===== config.mk =====
export PLATFORM = sky130hd
export DESIGN_NAME = ral_alarm
export DESIGN_NICKNAME = d
export VERILOG_FILES = /design/src/rtl/ral_pkg.sv /design/src/rtl/ral_cmp_if.sv /design/src/rtl/ral_cmp.sv /design/src/rtl/ral_alarm.sv
export SDC_FILE = /design/constraint.sdc
export NUM_CORES = 1
export LEC_CHECK = 0
export BUFFER_PORTS_ARGS = -buffer_cell sky130_fd_sc_hd__buf_2
export CORE_MARGIN = 3
export CORE_UTILIZATION = 40
export DETAILED_ROUTE_END_ITERATION = 12
export PLACE_DENSITY_LB_ADDON = 0.05
export SLEW_MARGIN = 10
export SYNTH_ARGS = -nofsm -noshare
export SYNTH_HDL_FRONTEND = slang
export SYNTH_HIERARCHICAL = 1
export SYNTH_SLANG_ARGS = --single-unit

===== constraint.sdc =====
create_clock -name sys_clk_i -period 4.8 [get_ports sys_clk_i]
set_input_delay 0.24 -clock sys_clk_i [delete_from_list [all_inputs] [get_ports sys_clk_i]]
set_output_delay 0.24 -clock sys_clk_i [all_outputs]
set_load 0.02 [all_outputs]

===== src/rtl/ral_pkg.sv =====
// How it works
// - Minute match: bit 7 disable, resets 1; tens 6..4, units 3..0.
// - Hour match: bit 7 disable, bit 6 unused; 12h: PM bit 5.
// - 24h hour match: tens in bits 5..4, units in bits 3..0.
// - Day match: bit 7 disable, bit 6 unused; tens 5..4, units 3..0.
// - Weekday match: bit 7 disable, bits 6..3 unused, value 2..0.
// - Enabled fields compared; flag set when all first match together.
// - Disabled fields take no part in the comparison at all.
// - Alarm flag holds until cleared; sets again only on new match.
// - With irq enable set, interrupt pin follows the alarm flag.
// - Clearing the flag releases the pin at once; level only.
// - Alarm source has no pulsed interrupt mode.
// - Flag write ANDs: 0 clears a flag, 1 leaves it alone.
// - Flags in bits 7..3: watchdog, count A, count B, second, alarm.
// - Rewriting bits 2..0 repeatedly changes no behaviour.
// - Increments frozen during access; one held, released after access.
package ral_pkg;
    // Register offsets
    localparam logic [7:0] ADDR_EVENT_FLAGS = 8'h01;
    localparam logic [7:0] ADDR_MIN_MATCH   = 8'h0A;
    localparam logic [7:0] ADDR_HOUR_MATCH  = 8'h0B;
    localparam logic [7:0] ADDR_DAY_MATCH   = 8'h0C;
    localparam logic [7:0] ADDR_WDAY_MATCH  = 8'h0D;
    // Match register layout
    localparam int         DISABLE_BIT  = 7;
    localparam logic [7:0] MATCH_RESET  = 8'h80;
    localparam int         NUM_FIELDS   = 4;
    localparam int         IDX_MIN      = 0;
    localparam int         IDX_HOUR     = 1;
    localparam int         IDX_DAY      = 2;
    localparam int         IDX_WDAY     = 3;
    localparam logic [7:0] MIN_MASK     = 8'h7F;
    localparam logic [7:0] HOUR_MASK    = 8'h3F;
    localparam logic [7:0] DAY_MASK     = 8'h3F;
    localparam logic [7:0] WDAY_MASK    = 8'h07;
    // Event flag layout
    localparam int         FLAG_WDOG_A  = 7;
    localparam int         FLAG_CNT_A   = 6;
    localparam int         FLAG_CNT_B   = 5;
    localparam int         FLAG_SECOND  = 4;
    localparam int         FLAG_ALARM   = 3;
    localparam logic [7:0] FLAGS_RESET  = 8'h00;
    localparam logic [7:0] FLAG_PLAIN   = 8'h07;
    // Longest host access
    localparam int         ACCESS_LIMIT_MS = 1000;
    localparam int         CLK_HZ          = 40000000;
    localparam int         ACCESS_LIMIT_CYC =
        (CLK_HZ / 1000) * ACCESS_LIMIT_MS;
    // Increment hold state
    typedef enum logic [1:0] {
        RAL_RUN       = 2'b00,
        RAL_HOLD      = 2'b01,
        RAL_HOLD_PEND = 2'b11
    } ral_hold_st_t;
endpackage


===== src/rtl/ral_cmp_if.sv =====
`timescale 1ns/1ps
// Alarm settings and live time toward the comparator
interface ral_cmp_if;
    logic [7:0] alm [ral_pkg::NUM_FIELDS];
    logic [7:0] now [ral_pkg::NUM_FIELDS];
    logic       match;
    modport cmp (input alm, input now, output match);
    modport ctl (output alm, output now, input match);
endinterface


===== src/rtl/ral_cmp.sv =====
`timescale 1ns/1ps
module ral_cmp (
    // Settings in, match out
    ral_cmp_if.cmp bus
);
    import ral_pkg::*;

    localparam logic [7:0] FIELD_MASK [NUM_FIELDS] =
        '{MIN_MASK, HOUR_MASK, DAY_MASK, WDAY_MASK};

    logic [NUM_FIELDS-1:0] fld_ok;
    logic [NUM_FIELDS-1:0] fld_on;

    // Per-field compare; hour keeps bit 5 so PM or tens both count
    genvar g;
    generate
        for (g = 0; g < NUM_FIELDS; g++) begin : g_fld
            assign fld_on[g] = ~bus.alm[g][DISABLE_BIT];
            assign fld_ok[g] = ~fld_on[g] ||
                ((bus.alm[g] & FIELD_MASK[g]) ==
                 (bus.now[g] & FIELD_MASK[g]));
        end
    endgenerate

    // No enabled field means no alarm, never a constant match
    assign bus.match = (&fld_ok) && (|fld_on);
endmodule


===== src/rtl/ral_alarm.sv =====
`timescale 1ns/1ps
module ral_alarm #(
    parameter int ACCESS_LIMIT = ral_pkg::ACCESS_LIMIT_CYC
) (
    // Clock and reset
    input  wire logic       sys_clk_i,
    input  wire logic       resetn_i,
    // Register access from the serial front end
    input  wire logic       host_busy_i,
    input  wire logic       reg_wr_i,
    input  wire logic [7:0] reg_addr_i,
    input  wire logic [7:0] reg_wdata_i,
    output logic      [7:0] reg_rdata_o,
    // Time counters
    input  wire logic       tick_1hz_i,
    output logic            time_inc_o,
    input  wire logic [7:0] now_minute_i,
    input  wire logic [7:0] now_hour_i,
    input  wire logic [7:0] now_day_i,
    input  wire logic [7:0] now_weekday_i,
    // Other flag sources and control
    input  wire logic [3:0] timer_flag_set_i,
    input  wire logic       alarm_irq_enable_i,
    // Open-drain interrupt pin, active low
    output logic            interrupt_out_one_o,
    output logic            interrupt_out_one_oe_o,
    // Status
    output logic            alarm_flag_o,
    output logic            tick_lost_o,
    output logic            access_long_o
);
    import ral_pkg::*;

    localparam int CW = $clog2(ACCESS_LIMIT + 1);

    ral_cmp_if cmp_bus ();

    logic [7:0]   match_reg [NUM_FIELDS];
    logic [7:0]   event_flags;
    logic [7:0]   next_flags;
    logic [7:0]   flag_set;
    ral_hold_st_t hold_st;
    ral_hold_st_t next_hold_st;
    logic         next_inc;
    logic         next_lost;
    logic         eval_q;
    logic         match_prev;
    logic         alarm_hit;
    logic         flags_wr;
    logic [CW-1:0] busy_cnt;

    // Comparator sees settings and live time
    ral_cmp u_cmp (
        .bus (cmp_bus.cmp)
    );

    assign cmp_bus.now[IDX_MIN]  = now_minute_i;
    assign cmp_bus.now[IDX_HOUR] = now_hour_i;
    assign cmp_bus.now[IDX_DAY]  = now_day_i;
    assign cmp_bus.now[IDX_WDAY] = now_weekday_i;

    genvar g;
    generate
        for (g = 0; g < NUM_FIELDS; g++) begin : g_alm
            assign cmp_bus.alm[g] = match_reg[g];
        end
    endgenerate

    // Match registers; disable bits reset to 1 so nothing fires
    always_ff @(posedge sys_clk_i or negedge resetn_i) begin
        if (!resetn_i) begin
            for (int i = 0; i < NUM_FIELDS; i++) begin
                match_reg[i] <= MATCH_RESET;
            end
        end else if (reg_wr_i) begin
            case (reg_addr_i)
                ADDR_MIN_MATCH:  match_reg[IDX_MIN]  <= reg_wdata_i;
                ADDR_HOUR_MATCH: match_reg[IDX_HOUR] <=
                    reg_wdata_i & (HOUR_MASK | 8'h80);
                ADDR_DAY_MATCH:  match_reg[IDX_DAY]  <=
                    reg_wdata_i & (DAY_MASK | 8'h80);
                ADDR_WDAY_MATCH: match_reg[IDX_WDAY] <=
                    reg_wdata_i & (WDAY_MASK | 8'h80);
                default: ;
            endcase
        end
    end

    // Increment hold: counters frozen during access, one kept
    always_comb begin
        next_hold_st = hold_st;
        next_inc     = 1'b0;
        next_lost    = 1'b0;
        case (hold_st)
            RAL_RUN: begin
                if (host_busy_i) begin
                    next_hold_st = tick_1hz_i ? RAL_HOLD_PEND : RAL_HOLD;
                end else begin
                    next_inc = tick_1hz_i;
                end
            end
            RAL_HOLD: begin
                if (!host_busy_i) begin
                    next_hold_st = RAL_RUN;
                    next_inc     = tick_1hz_i;
                end else if (tick_1hz_i) begin
                    next_hold_st = RAL_HOLD_PEND;
                end
            end
            RAL_HOLD_PEND: begin
                // Only one request is stored; a second is lost
                next_lost = tick_1hz_i;
                if (!host_busy_i) begin
                    next_hold_st = RAL_RUN;
                    next_inc     = 1'b1;
                end
            end
            default: begin
                next_hold_st = RAL_RUN;
            end
        endcase
    end

    always_ff @(posedge sys_clk_i or negedge resetn_i) begin
        if (!resetn_i) begin
            hold_st     <= RAL_RUN;
            time_inc_o  <= 1'b0;
            tick_lost_o <= 1'b0;
        end else begin
            hold_st     <= next_hold_st;
            time_inc_o  <= next_inc;
            tick_lost_o <= next_lost;
        end
    end

    // Long access watch; beyond one second ticks may be lost
    always_ff @(posedge sys_clk_i or negedge resetn_i) begin
        if (!resetn_i) begin
            busy_cnt      <= '0;
            access_long_o <= 1'b0;
        end else if (!host_busy_i) begin
            busy_cnt      <= '0;
            access_long_o <= 1'b0;
        end else begin
            if (busy_cnt != CW'(ACCESS_LIMIT)) begin
                busy_cnt <= busy_cnt + 1'b1;
            end
            access_long_o <= (busy_cnt == CW'(ACCESS_LIMIT));
        end
    end

    // Compare one cycle after the counters took the increment
    always_ff @(posedge sys_clk_i or negedge resetn_i) begin
        if (!resetn_i) begin
            eval_q     <= 1'b0;
            match_prev <= 1'b0;
        end else begin
            eval_q <= time_inc_o;
            if (eval_q) begin
                match_prev <= cmp_bus.match;
            end
        end
    end

    // A hit needs a fresh match, not one that merely holds
    assign alarm_hit = eval_q && cmp_bus.match && !match_prev;

    assign flags_wr = reg_wr_i && (reg_addr_i == ADDR_EVENT_FLAGS);

    // Set sources, bits 7..3
    always_comb begin
        flag_set              = '0;
        flag_set[FLAG_WDOG_A] = timer_flag_set_i[3];
        flag_set[FLAG_CNT_A]  = timer_flag_set_i[2];
        flag_set[FLAG_CNT_B]  = timer_flag_set_i[1];
        flag_set[FLAG_SECOND] = timer_flag_set_i[0];
        flag_set[FLAG_ALARM]  = alarm_hit;
    end

    // Write ANDs the flags; a set in the same cycle wins
    always_comb begin
        next_flags = event_flags;
        if (flags_wr) begin
            next_flags = (event_flags & reg_wdata_i & ~FLAG_PLAIN)
                       | (reg_wdata_i & FLAG_PLAIN);
        end
        next_flags = next_flags | flag_set;
    end

    always_ff @(posedge sys_clk_i or negedge resetn_i) begin
        if (!resetn_i) begin
            event_flags <= FLAGS_RESET;
        end else begin
            event_flags <= next_flags;
        end
    end

    // Pin level tracks the next flag so a clear releases it at once
    always_ff @(posedge sys_clk_i or negedge resetn_i) begin
        if (!resetn_i) begin
            interrupt_out_one_oe_o <= 1'b0;
            interrupt_out_one_o    <= 1'b0;
            alarm_flag_o           <= 1'b0;
        end else begin
            interrupt_out_one_oe_o <= alarm_irq_enable_i &&
                                      next_flags[FLAG_ALARM];
            interrupt_out_one_o    <= 1'b0;
            alarm_flag_o           <= next_flags[FLAG_ALARM];
        end
    end

    // Read data registered; unmapped addresses read zero
    always_ff @(posedge sys_clk_i or negedge resetn_i) begin
        if (!resetn_i) begin
            reg_rdata_o <= 8'h00;
        end else begin
            case (reg_addr_i)
                ADDR_EVENT_FLAGS: reg_rdata_o <= event_flags;
                ADDR_MIN_MATCH:   reg_rdata_o <= match_reg[IDX_MIN];
                ADDR_HOUR_MATCH:  reg_rdata_o <= match_reg[IDX_HOUR];
                ADDR_DAY_MATCH:   reg_rdata_o <= match_reg[IDX_DAY];
                ADDR_WDAY_MATCH:  reg_rdata_o <= match_reg[IDX_WDAY];
                default:          reg_rdata_o <= 8'h00;
            endcase
        end
    end
endmodule


=== Word-level counts from Yosys, hierarchy flattened ===
Cells that the tools add are included.
Widths: inputs -> output; s select.

* Logic and storage cells: 74
* Output and inout bits: 14
* Register bits after elaboration: 77
* Input bits: 58

* Reduce and logical (&&, ||, !) cells: 19
* Multiplexer cells: 15
* Equal/unequal tests: 17
* Bitwise gates (word level): 7
* Add/sub/neg operators: 1

{| class="wikitable"
|+ Operators with widths
! kind !! count
|-
| $mux 26 || 2
|-
| $pmux 8 s5 || 1
|-
| $eq 8x4->1 const B || 4
|-
| $add 26x1->26 const B || 1
|-
| $eq 26x26->1 const B || 1
|-
| $ne 26x26->1 const B || 1
|-
| $eq 6x6->1 || 2
|-
| $mux 2 || 5
|-
| $and 8x8->8 || 1
|-
| $eq 8x1->1 const B || 1
|-
| $mux 8 || 1
|-
| $or 8x3->8 || 1
|-
| $or 8x8->8 || 1
|-
| $reduce_and 2->1 || 4
|-
| $eq 7x7->1 || 1
|-
| $pmux 2 s3 || 1
|-
| $logic_and 1x1->1 || 5
|-
| $logic_or 1x1->1 || 4
|-
| $mux 1 || 4
|-
| $ne 2x2->1 const B || 2
|-
| $not 1->1 || 4
|-
| $reduce_and 4->1 || 1
|-
| $reduce_or 4->1 || 1
|-
| $eq 3x3->1 || 1
|-
| 9 further kinds || 9
|}

=== Logic depth before layout (Yosys ltp) ===
* Depth in word-level cells: 8
* Gate-level depth with buffers: 6
* Gate-level depth less buffers: 6

=== Modules after synthesis ===
Netlist, hierarchy kept.

{| class="wikitable"
|+ By module, submodules not included
! module !! cells each !! area each (um^2) !! seq. area each (um^2) !! instances
|-
| ral_alarm || 305 || 3473.3 || 1906.8 || 1
|-
| ral_cmp || 32 || 255.2 || 0.0 || 1
|}

=== Worst setup path after synthesis ===
No wires, ideal clock.

* Kind: register -> register
* Start: register busy_cnt[5]
* End: register busy_cnt[2]
* Required time: 4.676 ns
* Cell stages (with the launch flop): 5
* Path buffers: 0
* Clock period less this slack: 1.815 ns
* Setup slack: 2.985 ns
* Arrival: 1.691 ns
* Setup time: 0.124 ns
* Cells stage by stage: dfrtp_1 or4_2 or3_1 o211ai_1 a21oi_1

* Longest elaborated chain between the ends: 2

{| class="wikitable"
|+ Ends and longest elaborated chain
! element !! RTL line !! source
|-
| start, declared || ral_alarm.sv:50 || <nowiki>logic [CW-1:0] busy_cnt;</nowiki>
|-
| start signal, assigned || ral_alarm.sv:146 || <nowiki>busy_cnt <= busy_cnt + 1'b1;</nowiki>
|-
| $ne 26x26->1 || ral_alarm.sv:145 || <nowiki>if (busy_cnt != CW'(ACCESS_LIMIT)) begin</nowiki>
|-
| $ne 2x1->1 (no line) || - ||
|}

Every way passes these cells.
A chain may end at the register's enable or synchronous reset.

=== Worst setup path in the final report ===
* Start: register busy_cnt[0]
* End: register busy_cnt[22]

* Longest elaborated chain between the ends: 3
* Elaborated cells on any way between the ends: 5
* Classes of those cells: add/sub (1); eq/ne (2); mux (2)

{| class="wikitable"
|+ Ends and longest elaborated chain
! element !! RTL line !! source
|-
| $add 26x1->26 || ral_alarm.sv:146 ||
|-
| $mux 26 || ral_alarm.sv:145 ||
|-
| $mux 26 || ral_alarm.sv:141 || <nowiki>end else if (!host_busy_i) begin</nowiki>
|}

Several ways; a longest one is shown, not always the timed one. The select of a mux whose other input is x is not followed.

==> metrics.yaml <==
status: "completed"
place_ws_ns: 2.53
io_pins: 72
wl_um: 8920
endpoint_kind: "flop"
clock_power_share_pct: 39.3
core-area_mm2: 0.00889
skew_ns: 0.0107
synthTopCellsByArea: "dfrtp_1 48%, mux2_2 8.8%, xor2_1 4.7%"
ys_seq_area_share_pct: 51.1
io_buffers: 60
fillers: 837
grt_usage_pct: 17.6
tightest_slew_ns: 0.979
p_comb_share_pct: 7.7
period_share_pct: 47.1
finalHoldViolations: 0
fin_util_pct: 48.5
cts_sinks: 76
drv_slew: 0
num_rows: 34
clk_latency_ns: 0.35
slew_headroom_pct: 34.7
switching_share_pct: 24.9
cts_made_buffers: 9
post-cts-setup-buffer-count: 0
drcViolationCount: 0
cp_num_buf_inv: 0
hold_buffers: 0
crit_required_ns: 5.06
die_h_um: 103
synth_ff_type: "dfrtp_1"
async_reset_ff_share_pct: 100
grt_pass1_wl_um: 14200
antenna_found_initial: 0
grt_pass1_vias: 2824
holdWs_ns: 0.0395
die-area_mm2: 0.0105
rsz0062_at_grt: "false"
syn_inst: 337
crit_chain: "ha_1, and4_1, nand4_1, or4_1, a21oi_1"
die_x_um: 103
first_pass_iters: 4
area_growth_pct: 15.6
start_util_pct: 41.9
htreeDepth: 3
cts_tree: "built"
clk_pin_slew_ns: 0.08
drive_above_1_share_pct: 28.3
hpwl_um: 6270
place_congestion: 0.844
cap_violations: 0
synth_area_mm2: 0.00373
routedWlPerCell_um: 17.4
grt.overflow.total: 0
layout_common_cells: "72 x dfrtp_1, 59 x buf_2, 29 x mux2_2"
synth_top_cell_by_area: "dfrtp_1"
postCtsResizedCells: 0
setup-tns-final_ns: 0
arrival_ns: 2.52
intPower_uw: 953
critical_path.top_delay_family: "simple AND/OR/NAND/NOR gates"
avgSynthCellArea_um2: 11.1
layout_commonest_cell: "dfrtp_1"
synth_edf_count: 0
diodes: 0
cp-start-kind: "flop"
switchingPower_uw: 316
syn_nets: 397
viasPerCell: 5.61
clk_path_buf_depth: 2
p_leak_nw: 1.93
max_freq_mhz: 443
pwr_density_cell_mw_per_mm2: 294
drtIter0Drc: 78
hp-class: "in -> async"
ys_ff_latch: 76
total_power_mw: 1.27
worstSetupPathType: "reg -> reg"
synth_top_area_share_pct: 48.3
grt_max_degree: 77
cpPeakStageDelay_ns: 0.62
cts-root-buf: "clkbuf_8"
seqPwrFrac_pct: 53.0
ant_nets: 0
num_vias: 2868
worst_slack_ns: 2.54
yosysUniqueCellTypes: 47
setup_viol: 0
path_max_fanout: 14
final.min_clock_period_ns: 2.26
fin_nets: 458
crit_slowest_cell: "or4_1"
synth_warnings: 6
ir_drop_mv: 0.149
state kept, by name, indices dropped and copies added, names as in the netlist:
signal	count
match_prev	1
interrupt_out_one_oe_o	1
time_inc_o	1
tick_lost_o	1
access_long_o	1
event_flags	8
reg_rdata_o	8
hold_st	2
busy_cnt	26
eval_q	1
cmp_bus.alm	26
cell families after synthesis:
| kind of cell | share of synthesized area (%) |
|---|---|
| other cells | 0.101 |
| simple gates | 17.8 |
| fa+ha+maj | 0.671 |
| mux | 9.03 |
| xor+xnor | 7.05 |
| flops | 51.1 |
| compound gates | 11.8 |
| buf+inv | 2.45 |
layer usage:
metal  share of wire [%]  up-vias  GRT usage (%)
li1                    -     1387              -
met1                  45     1407           22.2
met2                  50       60           29.8
met3                 3.5       14           2.71
met4                 2.0        0           8.17
met5                   0        -              0
worst reg2reg max path: cells and delay by family (launching register included):
family / cells / cell delay [ns]
flip-flops: 1 / 0.43
AO/OA/AOI/OAI: 1 / 0.16
AND/OR/NAND/NOR: 3 / 1.37
adder cells (fa/ha/maj): 1 / 0.23
metrics by stage:
step	cells	instance area, µm²
final	511	4310
after global routing	511	4310
after CTS	511	4310
after detailed placement	495	4110
after global placement	495	4110
after floorplan	337	3730
area by class of cell:
type                            count  area (µm²)  share of cell area (%)
Multi-Input combinational cell    242        1730                    40.1
Timing Repair Buffer               60         303                    7.02
Tap cell                          108         135                    3.13
Clock inverter                      6        63.8                    1.48
Clock buffer                       10         138                    3.19
Sequential cell                    76        1910                    44.2
Inverter                            9        33.8                   0.784
synthesized netlist by cell type, types with 5 or more instances:
master,instances
dfrtp_1,72
mux2_2,29
xor2_1,20
a21oi_1,18
nand3_1,14
nor2_1,14
o21ai_0,14
nand2_1,13
nand4_1,10
or4_1,10
xnor2_1,10
a22oi_1,9
inv_1,9
o31ai_1,9
nor3_1,8
and3_1,6
clkbuf_1,6
nand2b_1,6
or3_1,6
nor4_1,5
power by group through the flow:
stage | clock, mW | sequential (mW) | combinational [mW]
6_report | 0.499 | 0.673 | 0.0976
5_1_grt | 0.533 | 0.676 | 0.109
4_1_cts | 0.512 | 0.673 | 0.0995
3_5_place_dp | 0 | 0.686 | 0.0990
3_3_place_gp | 0 | 0.685 | 0.0982
2_1_floorplan | 0 | 0.683 | 0.0467
worst paths after layout:
check | from | cells after the start | slack (ns) | end
worst max-delay path | busy_cnt[0] | 5 | 2.54 | busy_cnt[22]
worst min-delay path | resetn_i | 1 | 0.04 | interrupt_out_one_oe_o
worst max register to register | busy_cnt[0] | 5 | 2.54 | busy_cnt[22]
worst min register to register | time_inc_o | 0 | 0.40 | eval_q
max in group asynchronous | resetn_i | 1 | 4.12 | busy_cnt[9]
min in group sys_clk_i | timer_flag_set_i[0] | 2 | 0.07 | event_flags[4]
(Power assumes the default switching activity.)
